$ cat config.mk
export PLATFORM = sky130hd
export DESIGN_NAME = esr_top
export DESIGN_NICKNAME = d
export VERILOG_FILES = /design/src/hw/esr_pkg.sv /design/src/hw/esr_sync.sv /design/src/hw/esr_flag_bank.sv /design/src/hw/esr_top.sv
export SDC_FILE = /design/constraint.sdc
export NUM_CORES = 1
export LEC_CHECK = 0
export ABC_AREA = 1
export ABC_CLOCK_PERIOD_IN_PS = 1100
export BUFFER_PORTS_ARGS = -buffer_cell sky130_fd_sc_hd__buf_2
export CAP_MARGIN = 30
export CORE_MARGIN = 2
export CORE_UTILIZATION = 43
export DETAILED_ROUTE_END_ITERATION = 6
export MAX_ROUTING_LAYER = met4
export PLACE_DENSITY = 0.82
export SYNTH_ARGS = -nofsm -noshare
export SYNTH_HDL_FRONTEND = slang
export SYNTH_SLANG_ARGS = --single-unit
$ cat constraint.sdc
create_clock -name REF_CLK_I -period 1.1 [get_ports REF_CLK_I]
set_clock_uncertainty 0.1 [all_clocks]
set_input_delay 0.11 -clock REF_CLK_I [delete_from_list [all_inputs] [get_ports REF_CLK_I]]
set_output_delay 0.11 -clock REF_CLK_I [all_outputs]
set_load 0.02 [all_outputs]
$ cat src/hw/esr_pkg.sv
// Shared constants and types for the eSPI slave reset and event control block.
// Overview of operation
// - Link clock comes from host, max 51 MHz.
// - Internal logic runs from the main clock.
// - Power-on reset clears flags, config and state, asserts resets.
// - Bus reset follows reset pin and power-on.
// - Bus reset releases all bus pins.
// - Bus reset abandons transactions, flushes FIFOs.
// - Bus reset clears flags, keeps only reset interrupt.
// - Bus reset defaults config, keeps capability fields.
// - Main-power reset while main rail is off.
// - Host-interface reset on power off or host.
// - Platform reset from wire, resets, power, disable.
// - Reset-warn wire edge raises firmware interrupt.
// - Host waits for acknowledge after raising warn.
// - Stop bus mastering, wait both busy clear.
// - Stop latency messages, wait transmit busy clear.
// - Block new side-band and IRQ wire edges.
// - Acknowledge last; host then drives platform reset.
// - Traffic raises a wake-only event.
// - Separate interrupt per channel to aggregator.
// - Forty wire interrupts, ten groups of four.
// - Reset interrupt on both pin edges.
// - Stay passive on pins while reset low.
package esr_pkg;
	// Nominal main clock of the real part; the bench runs the block at 50 MHz.
	localparam int MAIN_CLK_MHZ     = 48;
	localparam int LINK_CLK_MAX_MHZ = 51;
	localparam int REF_CLK_MHZ      = 50;

	localparam int CHAN_IRQ_N = 7;
	localparam int VW_GROUPS  = 10;
	localparam int VW_SOURCES = 4;
	localparam int VW_IRQ_N   = VW_GROUPS * VW_SOURCES;

	localparam int         CFG_W       = 8;
	localparam logic [7:0] CFG_RST_VAL = 8'h00;
	// Bits loaded from capability registers survive a bus reset.
	localparam logic [7:0] CFG_CAP_MASK = 8'hF0;

	localparam logic RST_FLAG_ON  = 1'b1;
	localparam logic RST_FLAG_OFF = 1'b0;

	typedef struct packed {
		logic periph;
		logic busmaster1;
		logic busmaster2;
		logic latency_msg;
		logic oob_up;
		logic oob_down;
		logic flash;
	} esr_chan_t;

	typedef struct packed {
		logic busmaster1_busy;
		logic busmaster2_busy;
		logic ltr_tx_busy;
	} esr_busy_t;

	typedef enum logic [1:0] {
		ACK_IDLE    = 2'b00,
		ACK_QUIESCE = 2'b01,
		ACK_DRAIN   = 2'b10,
		ACK_DONE    = 2'b11
	} esr_ack_state_t;
endpackage

$ cat src/hw/esr_sync.sv
// Two-stage synchroniser for a vector of levels from outside the clock domain.
`timescale 1ns/100ps
module esr_sync #(
	parameter int         W       = 1,
	parameter logic [0:0] RST_VAL = 1'b0
) (
	input  wire logic         clk_i,
	input  wire logic         rst_n_i,
	input  wire logic [W-1:0] d_i,
	output logic      [W-1:0] q_o
);
	logic [W-1:0] meta_r;
	logic [W-1:0] sync_r;

	always_ff @(posedge clk_i or negedge rst_n_i)
	begin
		if (!rst_n_i)
		begin
			meta_r <= {W{RST_VAL}};
			sync_r <= {W{RST_VAL}};
		end
		else
		begin
			meta_r <= d_i;
			sync_r <= meta_r;
		end
	end

	assign q_o = sync_r;
endmodule

$ cat src/hw/esr_flag_bank.sv
// Bank of sticky interrupt flags with set-over-clear and a hold-clear input.
`timescale 1ns/100ps
module esr_flag_bank #(
	parameter int W = 7
) (
	input  wire logic         clk_i,
	input  wire logic         rst_n_i,
	input  wire logic         hold_i,
	input  wire logic [W-1:0] set_i,
	input  wire logic [W-1:0] clr_i,
	output logic      [W-1:0] flag_o
);
	logic [W-1:0] flag_r;

	genvar g;
	generate
		for (g = 0; g < W; g++)
		begin : g_flag
			always_ff @(posedge clk_i or negedge rst_n_i)
			begin
				if (!rst_n_i)
					flag_r[g] <= 1'b0;
				else if (hold_i)
					flag_r[g] <= 1'b0;
				else if (set_i[g])
					flag_r[g] <= 1'b1;
				else if (clr_i[g])
					flag_r[g] <= 1'b0;
			end
		end
	endgenerate

	assign flag_o = flag_r;
endmodule

$ cat src/hw/esr_top.sv
// Reset distribution, reset-warn handshake and interrupt events for the eSPI slave.
`timescale 1ns/100ps
module esr_top
	import esr_pkg::*;
(
	// Clock and power-on reset
	input  wire logic                  REF_CLK_I,
	input  wire logic                  RST_N_I,
	// Bus pins seen from outside
	input  wire logic                  BUS_RESET_IRQ_N_I,
	input  wire logic                  ESPI_CLK_I,
	input  wire logic                  ESPI_CS_N_I,
	// Power and host state
	input  wire logic                  MAIN_POWER_GOOD_I,
	input  wire logic                  HOST_IF_RESET_REQ_I,
	input  wire logic                  PERIPH_CHAN_EN_I,
	// Virtual wire levels from the wire channel
	input  wire logic                  PLATFORM_RESET_VW_N_I,
	input  wire logic                  HOST_RST_WARN_VW_I,
	// Firmware control
	input  wire logic                  FW_ACK_REQ_I,
	input  wire esr_busy_t             BUSY_I,
	input  wire logic                  CFG_WR_I,
	input  wire logic [CFG_W-1:0]      CFG_WDATA_I,
	input  wire logic                  BUS_RESET_IRQ_CLR_I,
	input  wire logic                  WARN_IRQ_CLR_I,
	// Channel events, one-cycle pulses, and their clears
	input  wire esr_chan_t             CHAN_EVT_I,
	input  wire esr_chan_t             CHAN_CLR_I,
	input  wire logic [VW_IRQ_N-1:0]   M2S_WIRE_EVT_I,
	input  wire logic [VW_IRQ_N-1:0]   M2S_WIRE_CLR_I,
	// Reset outputs
	output logic                       BUS_RESET_O,
	output logic                       MAIN_PWR_RESET_O,
	output logic                       HOST_IF_RESET_O,
	output logic                       PLATFORM_RESET_O,
	output logic                       FLUSH_O,
	output logic                       PIN_DRIVE_EN_O,
	// Handshake outputs
	output logic                       HOST_RST_ACK_O,
	output logic                       STOP_BUSMASTER_O,
	output logic                       STOP_LTR_O,
	output logic                       STOP_VW_EDGES_O,
	// Configuration
	output logic [CFG_W-1:0]           CFG_O,
	// Interrupts and wake to the aggregator
	output logic                       TRAFFIC_WAKE_EVENT_O,
	output logic                       BUS_RESET_IRQ_O,
	output logic                       HOST_RST_WARN_IRQ_O,
	output esr_chan_t                  CHAN_IRQ_O,
	output logic [VW_IRQ_N-1:0]        M2S_WIRE_IRQ_O
);
	logic           rst_pin_s;
	logic           rst_pin_e_s;
	logic           link_clk_s;
	logic           cs_n_s;
	logic           pwr_good_s;
	logic           host_if_s;
	logic           plt_vw_n_s;
	logic           warn_s;
	logic           rst_pin_d_r;
	logic           link_clk_d_r;
	logic           cs_n_d_r;
	logic           warn_d_r;
	logic           bus_reset_r;
	logic           bus_reset_nxt;
	logic           main_pwr_reset_r;
	logic           host_if_reset_r;
	logic           platform_reset_r;
	logic           flush_r;
	logic           pin_en_r;
	logic           ack_r;
	logic           stop_r;
	logic           traffic_r;
	logic           rst_irq_r;
	logic           warn_irq_r;
	logic [CFG_W-1:0] cfg_r;
	logic           rst_edge;
	logic           warn_edge;
	logic           link_rise;
	logic           cs_fall;
	logic           busy_any;
	esr_ack_state_t ack_state_r;
	esr_ack_state_t ack_state_nxt;

	esr_sync #(
		.W       (1),
		.RST_VAL (1'b0)
	) u_sync_lo (
		.clk_i   (REF_CLK_I),
		.rst_n_i (RST_N_I),
		.d_i     (BUS_RESET_IRQ_N_I),
		.q_o     (rst_pin_s)
	);

	// Power good and the platform wire start low so resets stay asserted.
	esr_sync #(
		.W       (5),
		.RST_VAL (1'b0)
	) u_sync_misc (
		.clk_i   (REF_CLK_I),
		.rst_n_i (RST_N_I),
		.d_i     ({ESPI_CLK_I, MAIN_POWER_GOOD_I, HOST_IF_RESET_REQ_I,
			PLATFORM_RESET_VW_N_I, HOST_RST_WARN_VW_I}),
		.q_o     ({link_clk_s, pwr_good_s, host_if_s, plt_vw_n_s, warn_s})
	);

	// The reset pin is synchronised once more with an idle-high start value for the
	// edge detector, so releasing power-on reset with the pin high never looks like a pin edge.
	esr_sync #(
		.W       (2),
		.RST_VAL (1'b1)
	) u_sync_cs (
		.clk_i   (REF_CLK_I),
		.rst_n_i (RST_N_I),
		.d_i     ({BUS_RESET_IRQ_N_I, ESPI_CS_N_I}),
		.q_o     ({rst_pin_e_s, cs_n_s})
	);

	// Delayed copies for edge detection; they read only the second stage.
	// main clock domain
	always_ff @(posedge REF_CLK_I or negedge RST_N_I)
	begin
		if (!RST_N_I)
		begin
			rst_pin_d_r  <= 1'b1;
			link_clk_d_r <= 1'b0;
			cs_n_d_r     <= 1'b1;
			warn_d_r     <= 1'b0;
		end
		else
		begin
			rst_pin_d_r  <= rst_pin_e_s;
			link_clk_d_r <= link_clk_s;
			cs_n_d_r     <= cs_n_s;
			warn_d_r     <= warn_s;
		end
	end

	assign rst_edge  = rst_pin_e_s ^ rst_pin_d_r;
	assign warn_edge = warn_s ^ warn_d_r;
	assign link_rise = link_clk_s & ~link_clk_d_r;
	assign cs_fall   = ~cs_n_s & cs_n_d_r;
	assign busy_any  = BUSY_I.busmaster1_busy | BUSY_I.busmaster2_busy
		| BUSY_I.ltr_tx_busy;

	assign bus_reset_nxt = ~rst_pin_s;

	always_ff @(posedge REF_CLK_I or negedge RST_N_I)
	begin
		if (!RST_N_I)
		begin
			bus_reset_r      <= 1'b1;
			pin_en_r         <= 1'b0;
			flush_r          <= 1'b0;
			main_pwr_reset_r <= 1'b1;
			host_if_reset_r  <= 1'b1;
			platform_reset_r <= 1'b1;
		end
		else
		begin
			bus_reset_r      <= bus_reset_nxt;
			pin_en_r         <= ~bus_reset_nxt;
			flush_r          <= bus_reset_nxt & ~bus_reset_r;
			main_pwr_reset_r <= ~pwr_good_s;
			host_if_reset_r  <= ~pwr_good_s | host_if_s;
			platform_reset_r <= bus_reset_nxt | ~pwr_good_s | ~PERIPH_CHAN_EN_I
				| ~plt_vw_n_s;
		end
	end

	// Only capability-loaded bits keep their value across a bus reset.
	always_ff @(posedge REF_CLK_I or negedge RST_N_I)
	begin
		if (!RST_N_I)
			cfg_r <= CFG_RST_VAL;
		else if (bus_reset_r)
			cfg_r <= (cfg_r & CFG_CAP_MASK) | (CFG_RST_VAL & ~CFG_CAP_MASK);
		else if (CFG_WR_I)
			cfg_r <= CFG_WDATA_I;
	end

	// The reset interrupt is the only flag that lives through a bus reset.
	always_ff @(posedge REF_CLK_I or negedge RST_N_I)
	begin
		if (!RST_N_I)
			rst_irq_r <= RST_FLAG_OFF;
		else if (rst_edge)
			rst_irq_r <= RST_FLAG_ON;
		else if (BUS_RESET_IRQ_CLR_I)
			rst_irq_r <= RST_FLAG_OFF;
	end

	always_ff @(posedge REF_CLK_I or negedge RST_N_I)
	begin
		if (!RST_N_I)
			warn_irq_r <= RST_FLAG_OFF;
		else if (bus_reset_nxt)
			warn_irq_r <= RST_FLAG_OFF;
		else if (warn_edge)
			warn_irq_r <= RST_FLAG_ON;
		else if (WARN_IRQ_CLR_I)
			warn_irq_r <= RST_FLAG_OFF;
	end

	// The link clock is sampled, not used; above 25 MHz single edges can be
	// missed, but chip select falling alone is enough to flag traffic.
	always_ff @(posedge REF_CLK_I or negedge RST_N_I)
	begin
		if (!RST_N_I)
			traffic_r <= 1'b0;
		else
			traffic_r <= ~bus_reset_nxt & (cs_fall | (~cs_n_s & link_rise));
	end

	esr_flag_bank #(
		.W (CHAN_IRQ_N)
	) u_chan_flags (
		.clk_i   (REF_CLK_I),
		.rst_n_i (RST_N_I),
		.hold_i  (bus_reset_nxt),
		.set_i   (CHAN_EVT_I),
		.clr_i   (CHAN_CLR_I),
		.flag_o  (CHAN_IRQ_O)
	);

	esr_flag_bank #(
		.W (VW_IRQ_N)
	) u_wire_flags (
		.clk_i   (REF_CLK_I),
		.rst_n_i (RST_N_I),
		.hold_i  (bus_reset_nxt),
		.set_i   (M2S_WIRE_EVT_I),
		.clr_i   (M2S_WIRE_CLR_I),
		.flag_o  (M2S_WIRE_IRQ_O)
	);

	always_comb
	begin
		ack_state_nxt = ack_state_r;
		case (ack_state_r)
			ACK_IDLE:
				if (warn_s && FW_ACK_REQ_I)
					ack_state_nxt = ACK_QUIESCE;
			ACK_QUIESCE:
				if (!warn_s)
					ack_state_nxt = ACK_IDLE;
				else
					ack_state_nxt = ACK_DRAIN;
			ACK_DRAIN:
				if (!warn_s)
					ack_state_nxt = ACK_IDLE;
				else if (!busy_any)
					ack_state_nxt = ACK_DONE;
			ACK_DONE:
				if (!warn_s)
					ack_state_nxt = ACK_IDLE;
			default:
				ack_state_nxt = ACK_IDLE;
		endcase
	end

	always_ff @(posedge REF_CLK_I or negedge RST_N_I)
	begin
		if (!RST_N_I)
			ack_state_r <= ACK_IDLE;
		else if (bus_reset_nxt)
			ack_state_r <= ACK_IDLE;
		else
			ack_state_r <= ack_state_nxt;
	end

	// Stopping stays on through the acknowledge, until warn falls.
	always_ff @(posedge REF_CLK_I or negedge RST_N_I)
	begin
		if (!RST_N_I)
		begin
			stop_r <= 1'b0;
			ack_r  <= 1'b0;
		end
		else
		begin
			stop_r <= ~bus_reset_nxt & (ack_state_nxt != ACK_IDLE);
			ack_r  <= ~bus_reset_nxt & (ack_state_nxt == ACK_DONE);
		end
	end

	assign BUS_RESET_O          = bus_reset_r;
	assign MAIN_PWR_RESET_O     = main_pwr_reset_r;
	assign HOST_IF_RESET_O      = host_if_reset_r;
	assign PLATFORM_RESET_O     = platform_reset_r;
	assign FLUSH_O              = flush_r;
	assign PIN_DRIVE_EN_O       = pin_en_r;
	assign HOST_RST_ACK_O       = ack_r;
	assign STOP_BUSMASTER_O     = stop_r;
	assign STOP_LTR_O           = stop_r;
	assign STOP_VW_EDGES_O      = stop_r;
	assign CFG_O                = cfg_r;
	assign TRAFFIC_WAKE_EVENT_O = traffic_r;
	assign BUS_RESET_IRQ_O      = rst_irq_r;
	assign HOST_RST_WARN_IRQ_O  = warn_irq_r;
endmodule

# --- Yosys cells after proc, flatten, opt, wreduce, memory -nomap -nowiden ---
# Cells that the tools add are included.
totals:
  out_inout_bits: 68
  reg_bits: 88
  input_bits: 119
classes:
  n_eq_ne: 52
  mux: 155
  bitwise: 23
  n_reduce_logical: 6
op_table:
  columns: ["op", "count"]
  rows:
  - ["$mux 1", 146]
  - ["$ne 3x3->1 const B", 48]
  - ["$mux 2", 6]
  - ["$mux 4", 2]
  - ["$pmux 2 s4", 1]
  - ["$and 1x1->1", 7]
  - ["$not 1->1", 7]
  - ["$or 1x1->1", 7]
  - ["$eq 2x2->1 const B", 3]
  - ["$reduce_bool 2->1", 3]
  - ["$eq 2x1->1 const B", 1]
  - ["$logic_not 2->1", 1]
  - ["$reduce_and 2->1", 1]
  - ["$xor 1x1->1", 2]
  - ["$logic_and 1x1->1", 1]

# --- Longest topological paths before layout ---
logic_depth:
  word_depth: 7
  depth_mapped: 5
  mapped_depth_nobuf: 5

# --- By module ---
# From an unflattened synthesis, not the netlist that was laid out.
hier_totals:
  hier_cells: 343
  area_unflattened_um2: 3334.4
by_module_without_submodules:
  columns: ["module", "instances", "cells_per_inst", "area_per_inst_um2"]
  rows:
  - ["esr_flag_bank at u_wire_flags", 1, 204, 1696.6]
  - ["esr_top", 1, 88, 943.4]
  - ["esr_flag_bank at u_chan_flags", 1, 35, 289.0]
  - ["esr_sync at u_sync_misc", 1, 10, 250.2]
  - ["esr_sync at u_sync_cs", 1, 4, 105.1]
  - ["esr_sync at u_sync_lo", 1, 2, 50.0]

# --- Least setup slack after synthesis ---
# No wires, ideal clock.
synth_path:
  path_kind: "flip-flop to flip-flop"
  from: "reg bus_reset_r, in the netlist BUS_RESET_O"
  to: "reg cfg_r[4], in the netlist CFG_O[4]"
  path_slack_ns: 0.047
  path_stages_with_launch: 5
  period_less_slack_ns: 1.053
  required_ns: 0.935
  setup_ns: 0.065
  path_buffers: 0
  t_arrival_ns: 0.888
  path_cell_list: "dfstp_2 > inv_2 > nand2_1 > nand2_1 > nand2_1"
synth_via:
  elab_chain_cells: 2
synth_rtl:
  columns: ["element", "line", "source"]
  rows:
  - ["start, declared", "esr_top.sv:65", "logic bus_reset_r;"]
  - ["start signal, assigned", "esr_top.sv:162", "bus_reset_r <= bus_reset_nxt;"]
  - ["$not 1->1 (no line)", null, null]
  - ["$reduce_and 2->1 (no line)", null, null]
  - ["end signal, assigned", "esr_top.sv:178", "cfg_r <= (cfg_r & CFG_CAP_MASK) | (CFG_RST_VAL & ~CFG_CAP_MASK);"]
  - ["end, declared", "esr_top.sv:77", "logic [CFG_W-1:0] cfg_r;"]
# Every way passes these cells.
# A chain may end at the register's enable or synchronous reset.

# --- Worst setup path in the final report ---
layout_path:
  from: "reg main_pwr_reset_r, in the netlist MAIN_PWR_RESET_O"
  to: "out MAIN_PWR_RESET_O"
layout_lines:
  columns: ["element", "line", "source"]
  rows:
  - ["start, declared", "esr_top.sv:67", "logic main_pwr_reset_r;"]
  - ["start signal, assigned", "esr_top.sv:165", "main_pwr_reset_r <= ~pwr_good_s;"]
  - ["end, declared", "esr_top.sv:34", "output logic MAIN_PWR_RESET_O,"]
# No word-level cell between the ends.

==> qor.yml <==
gp_congestion: 0.763
ant_nets: 0
drive_gt1_share_pct: 41.3
ys_seq_area_share_pct: 70.5
switching_share_pct: 26.0
post_dp_cell_area_sq_mm: 0.00427
critPathLaunch: "MAIN_PWR_RESET_O$_DFF_PN1_"
first_iter_violations: 147
synthXorXnorAreaFrac_pct: 0.557
setup_viol: 36
cp_max_fo: 1
cp_slowest_cell: "dfstp_2"
grt_max_degree: 27
die_height_um: 89.5
grt_pass1_wl_um: 16700
viasPerCell: 4.75
min_period_ns: 1.22
regToRegSetupSlack_ns: -0.02
power.density_mw_per_mm2: 1220
relSlewSlack_pct: 78.6
endpoint_kind: "output port"
final_area_sq_mm: 0.00637
power_switching_mw: 2.03
internal-power_mw: 5.77
hold_viol_final: 0
die-area_sq_mm: 0.00801
critPathBufInv: 1
rsz0062_at_grt: "yes"
ir_drop_v: 0.000934
criticalPathCategory: "flip-flop to output port"
utilization_pct: 88.8
cts_buffer_depth: 2
synth_seq_cells: 88
reg2reg_to: "CFG_O[7]$_DFFE_PN0P_"
synth_cell_type_count: 18
antenna_found_initial: 0
rows: 31
io_buffers: 186
seqCellArea_sq_mm: 0.00221
period_share_pct: 111
synth_compound_area_share_pct: 9.24
outcome: "finished, violations left"
yosys-top-cells-area: "dfrtp_1 62%, dfstp_2 8.4%, a21oi_1 7.8%"
layout_setup_ws_ns: -0.119
r2r.worst_path.cells: 5
avgSynthCellArea_sq_um: 10.7
hold_path.class: "primary input to async pin"
synth_top_family_by_area: "simple AND/OR/NAND/NOR gates"
synth_area_sq_mm: 0.00314
die_x_um: 89.5
numCtsBuffers: 9
synth-simple-area-share_pct: 10.4
reg2reg_from: "BUS_RESET_O$_DFF_PN1_"
grt-ovfl-total: 0
slew_viol_final: 0
violations: "setup timing"
tritoncts: "yes"
core_area_sq_mm: 0.00718
worst_ep_arrival_time_ns: 1.01
antenna_cells: 0
worstPathCellList: "buf_6"
num-nets-final: 765
synth_mux_area_share_pct: 0
ctsHtreeMaxLevel: 3
mostFrequentLayoutCells: "116 x buf_2, 115 x dlygate4sd3_1, 78 x dfrtp_1"
cts_root_buf: "clkbuf_8"
syn-instance-count: 295
cp_data_required_time_ns: 0.89
max_freq_ghz: 0.820
clk_latency_ns: 0.34
synth_nets: 414
initial_utilization_pct: 43.8
dp_hpwl_um: 5220
synthAdderAreaFrac_pct: 0
yosys.area.top_type_share_pct: 62.1
cpLargestDelayFamily: "flip-flops"
p_leak_nw: 3.41
start_kind: "flip-flop"
mostFrequentLayoutCell: "buf_2"
clkSinkCount: 88
drc: 0
p_seq_share_pct: 46.1
wl_per_cell_um: 17.7
worst_pin_slew_ns: 0.321
power_frac_clock_pct: 31.7
grt_pass1_vias: 3576
io_pins: 187
routed_wirelength_um: 13200
dr.pass1.iters: 5
multi_input_area_sq_um: 646
pwr-share-comb_pct: 22.2
drv_cap: 0
num_vias: 3565
n_fill_cell: 267
cts.clk_slew.worst_paths_ns: 0.09
synth.largest_area_cell: "dfrtp_1"
gr-usage-all-layers_pct: 29.0
slowest_delay_ns: 0.55
ys_warn_count: 0
area_growth_pct: 103
-- per-stage QoR --
| stage | cells | TNS (ns) | setup WS [ns] | power [mW] | hold slack, ns |
|---|---|---|---|---|---|
| final | 750 | -0.797 | -0.119 | 7.80 | 0.125 |
| after global routing | 750 | -2.66 | -0.148 | 8.11 | 0.140 |
| after CTS | 727 | -0.766 | -0.121 | 7.56 | 0.0191 |
| after detailed placement | 581 | 0 | 0.0662 | 4.57 | -0.0728 |
| after global placement | 581 | 0 | 0.117 | 4.53 | -0.0760 |
| after floorplan | 295 | 0 | 0.0475 | 4.04 | -0.286 |
-- state kept, by name, indices dropped and copies added (netlist names), 2 cells and up --
name and cells:
CFG_O 8, ack_state_r 2, u_chan_flags.flag_o 7, u_sync_cs.meta_r 2, u_sync_cs.q_o 2, u_sync_misc.meta_r 5
u_sync_misc.q_o 5, u_wire_flags.flag_o 40
-- worst max-delay path by stage --
stage	end	slack, ns	cells after the start
2_1_floorplan	CFG_O[4]$_DFFE_PN0P_	0.05	4
3_3_place_gp	CFG_O[5]$_DFFE_PN0P_	0.12	4
3_5_place_dp	TRAFFIC_WAKE_EVENT_O$_DFF_PN0_	0.07	3
4_1_cts	MAIN_PWR_RESET_O	-0.12	1
5_1_grt	MAIN_PWR_RESET_O	-0.15	1
6_report	MAIN_PWR_RESET_O	-0.12	1
-- layout make-up --
cell class | instances | area share (%)
Clock buffer | 12 | 2.28
Clock inverter | 4 | 1.22
Inverter | 63 | 3.75
Multi-Input combinational cell | 136 | 10.1
Sequential cell | 88 | 34.7
Tap cell | 99 | 1.94
Timing Repair Buffer | 348 | 45.9
-- kinds of logic (layout without fill, tap and decap cells) --
family                    count (synthesis)  after routing
DFF                                      88             88
and+or+nand+nor                          79             79
buffers and inverters                    71            427
AOI/OAI and AO/OA                        55             55
xor gates and xnor gates                  2              2
-- synthesized netlist by cell type (all sizes together) --
library cell / count
o21ai: 6
nand3: 9
inv: 63
xnor2: 2
dfrtp: 78
buf: 8
nand4: 2
nand2: 15
nor2: 50
dfstp: 10
or2: 2
nor3: 1
a21oi: 49
-- metal layers --
layer / GRT usage, % / wire length, um / vias up
met2: 50.9 / 6940 / 220
met5: - / 0 / -
met3: 8.03 / 1150 / 41
met4: 11.0 / 381 / 0
li1: - / - / 1596
met1: 31.0 / 4760 / 1708
-- timing repair --
action                                 4_1_cts  5_1_grt
endpoints found under the hold margin      151        0
pin swaps                                    0        1
setup endpoints to repair                   59       77
gates cloned                                 0        0
resized for setup                          118       25
hold buffers                               115        0
buffers inserted                            15       23
-- power groups by stage --
stage                     logic, mW  clock network (mW)  registers, mW
after floorplan               0.244                   0           3.79
after global placement        0.937                   0           3.59
after detailed placement      0.965                   0           3.60
after CTS                      1.50                2.49           3.57
after global routing           1.84                2.66           3.61
final                          1.73                2.47           3.60
Power figures use the tool's default switching activity.
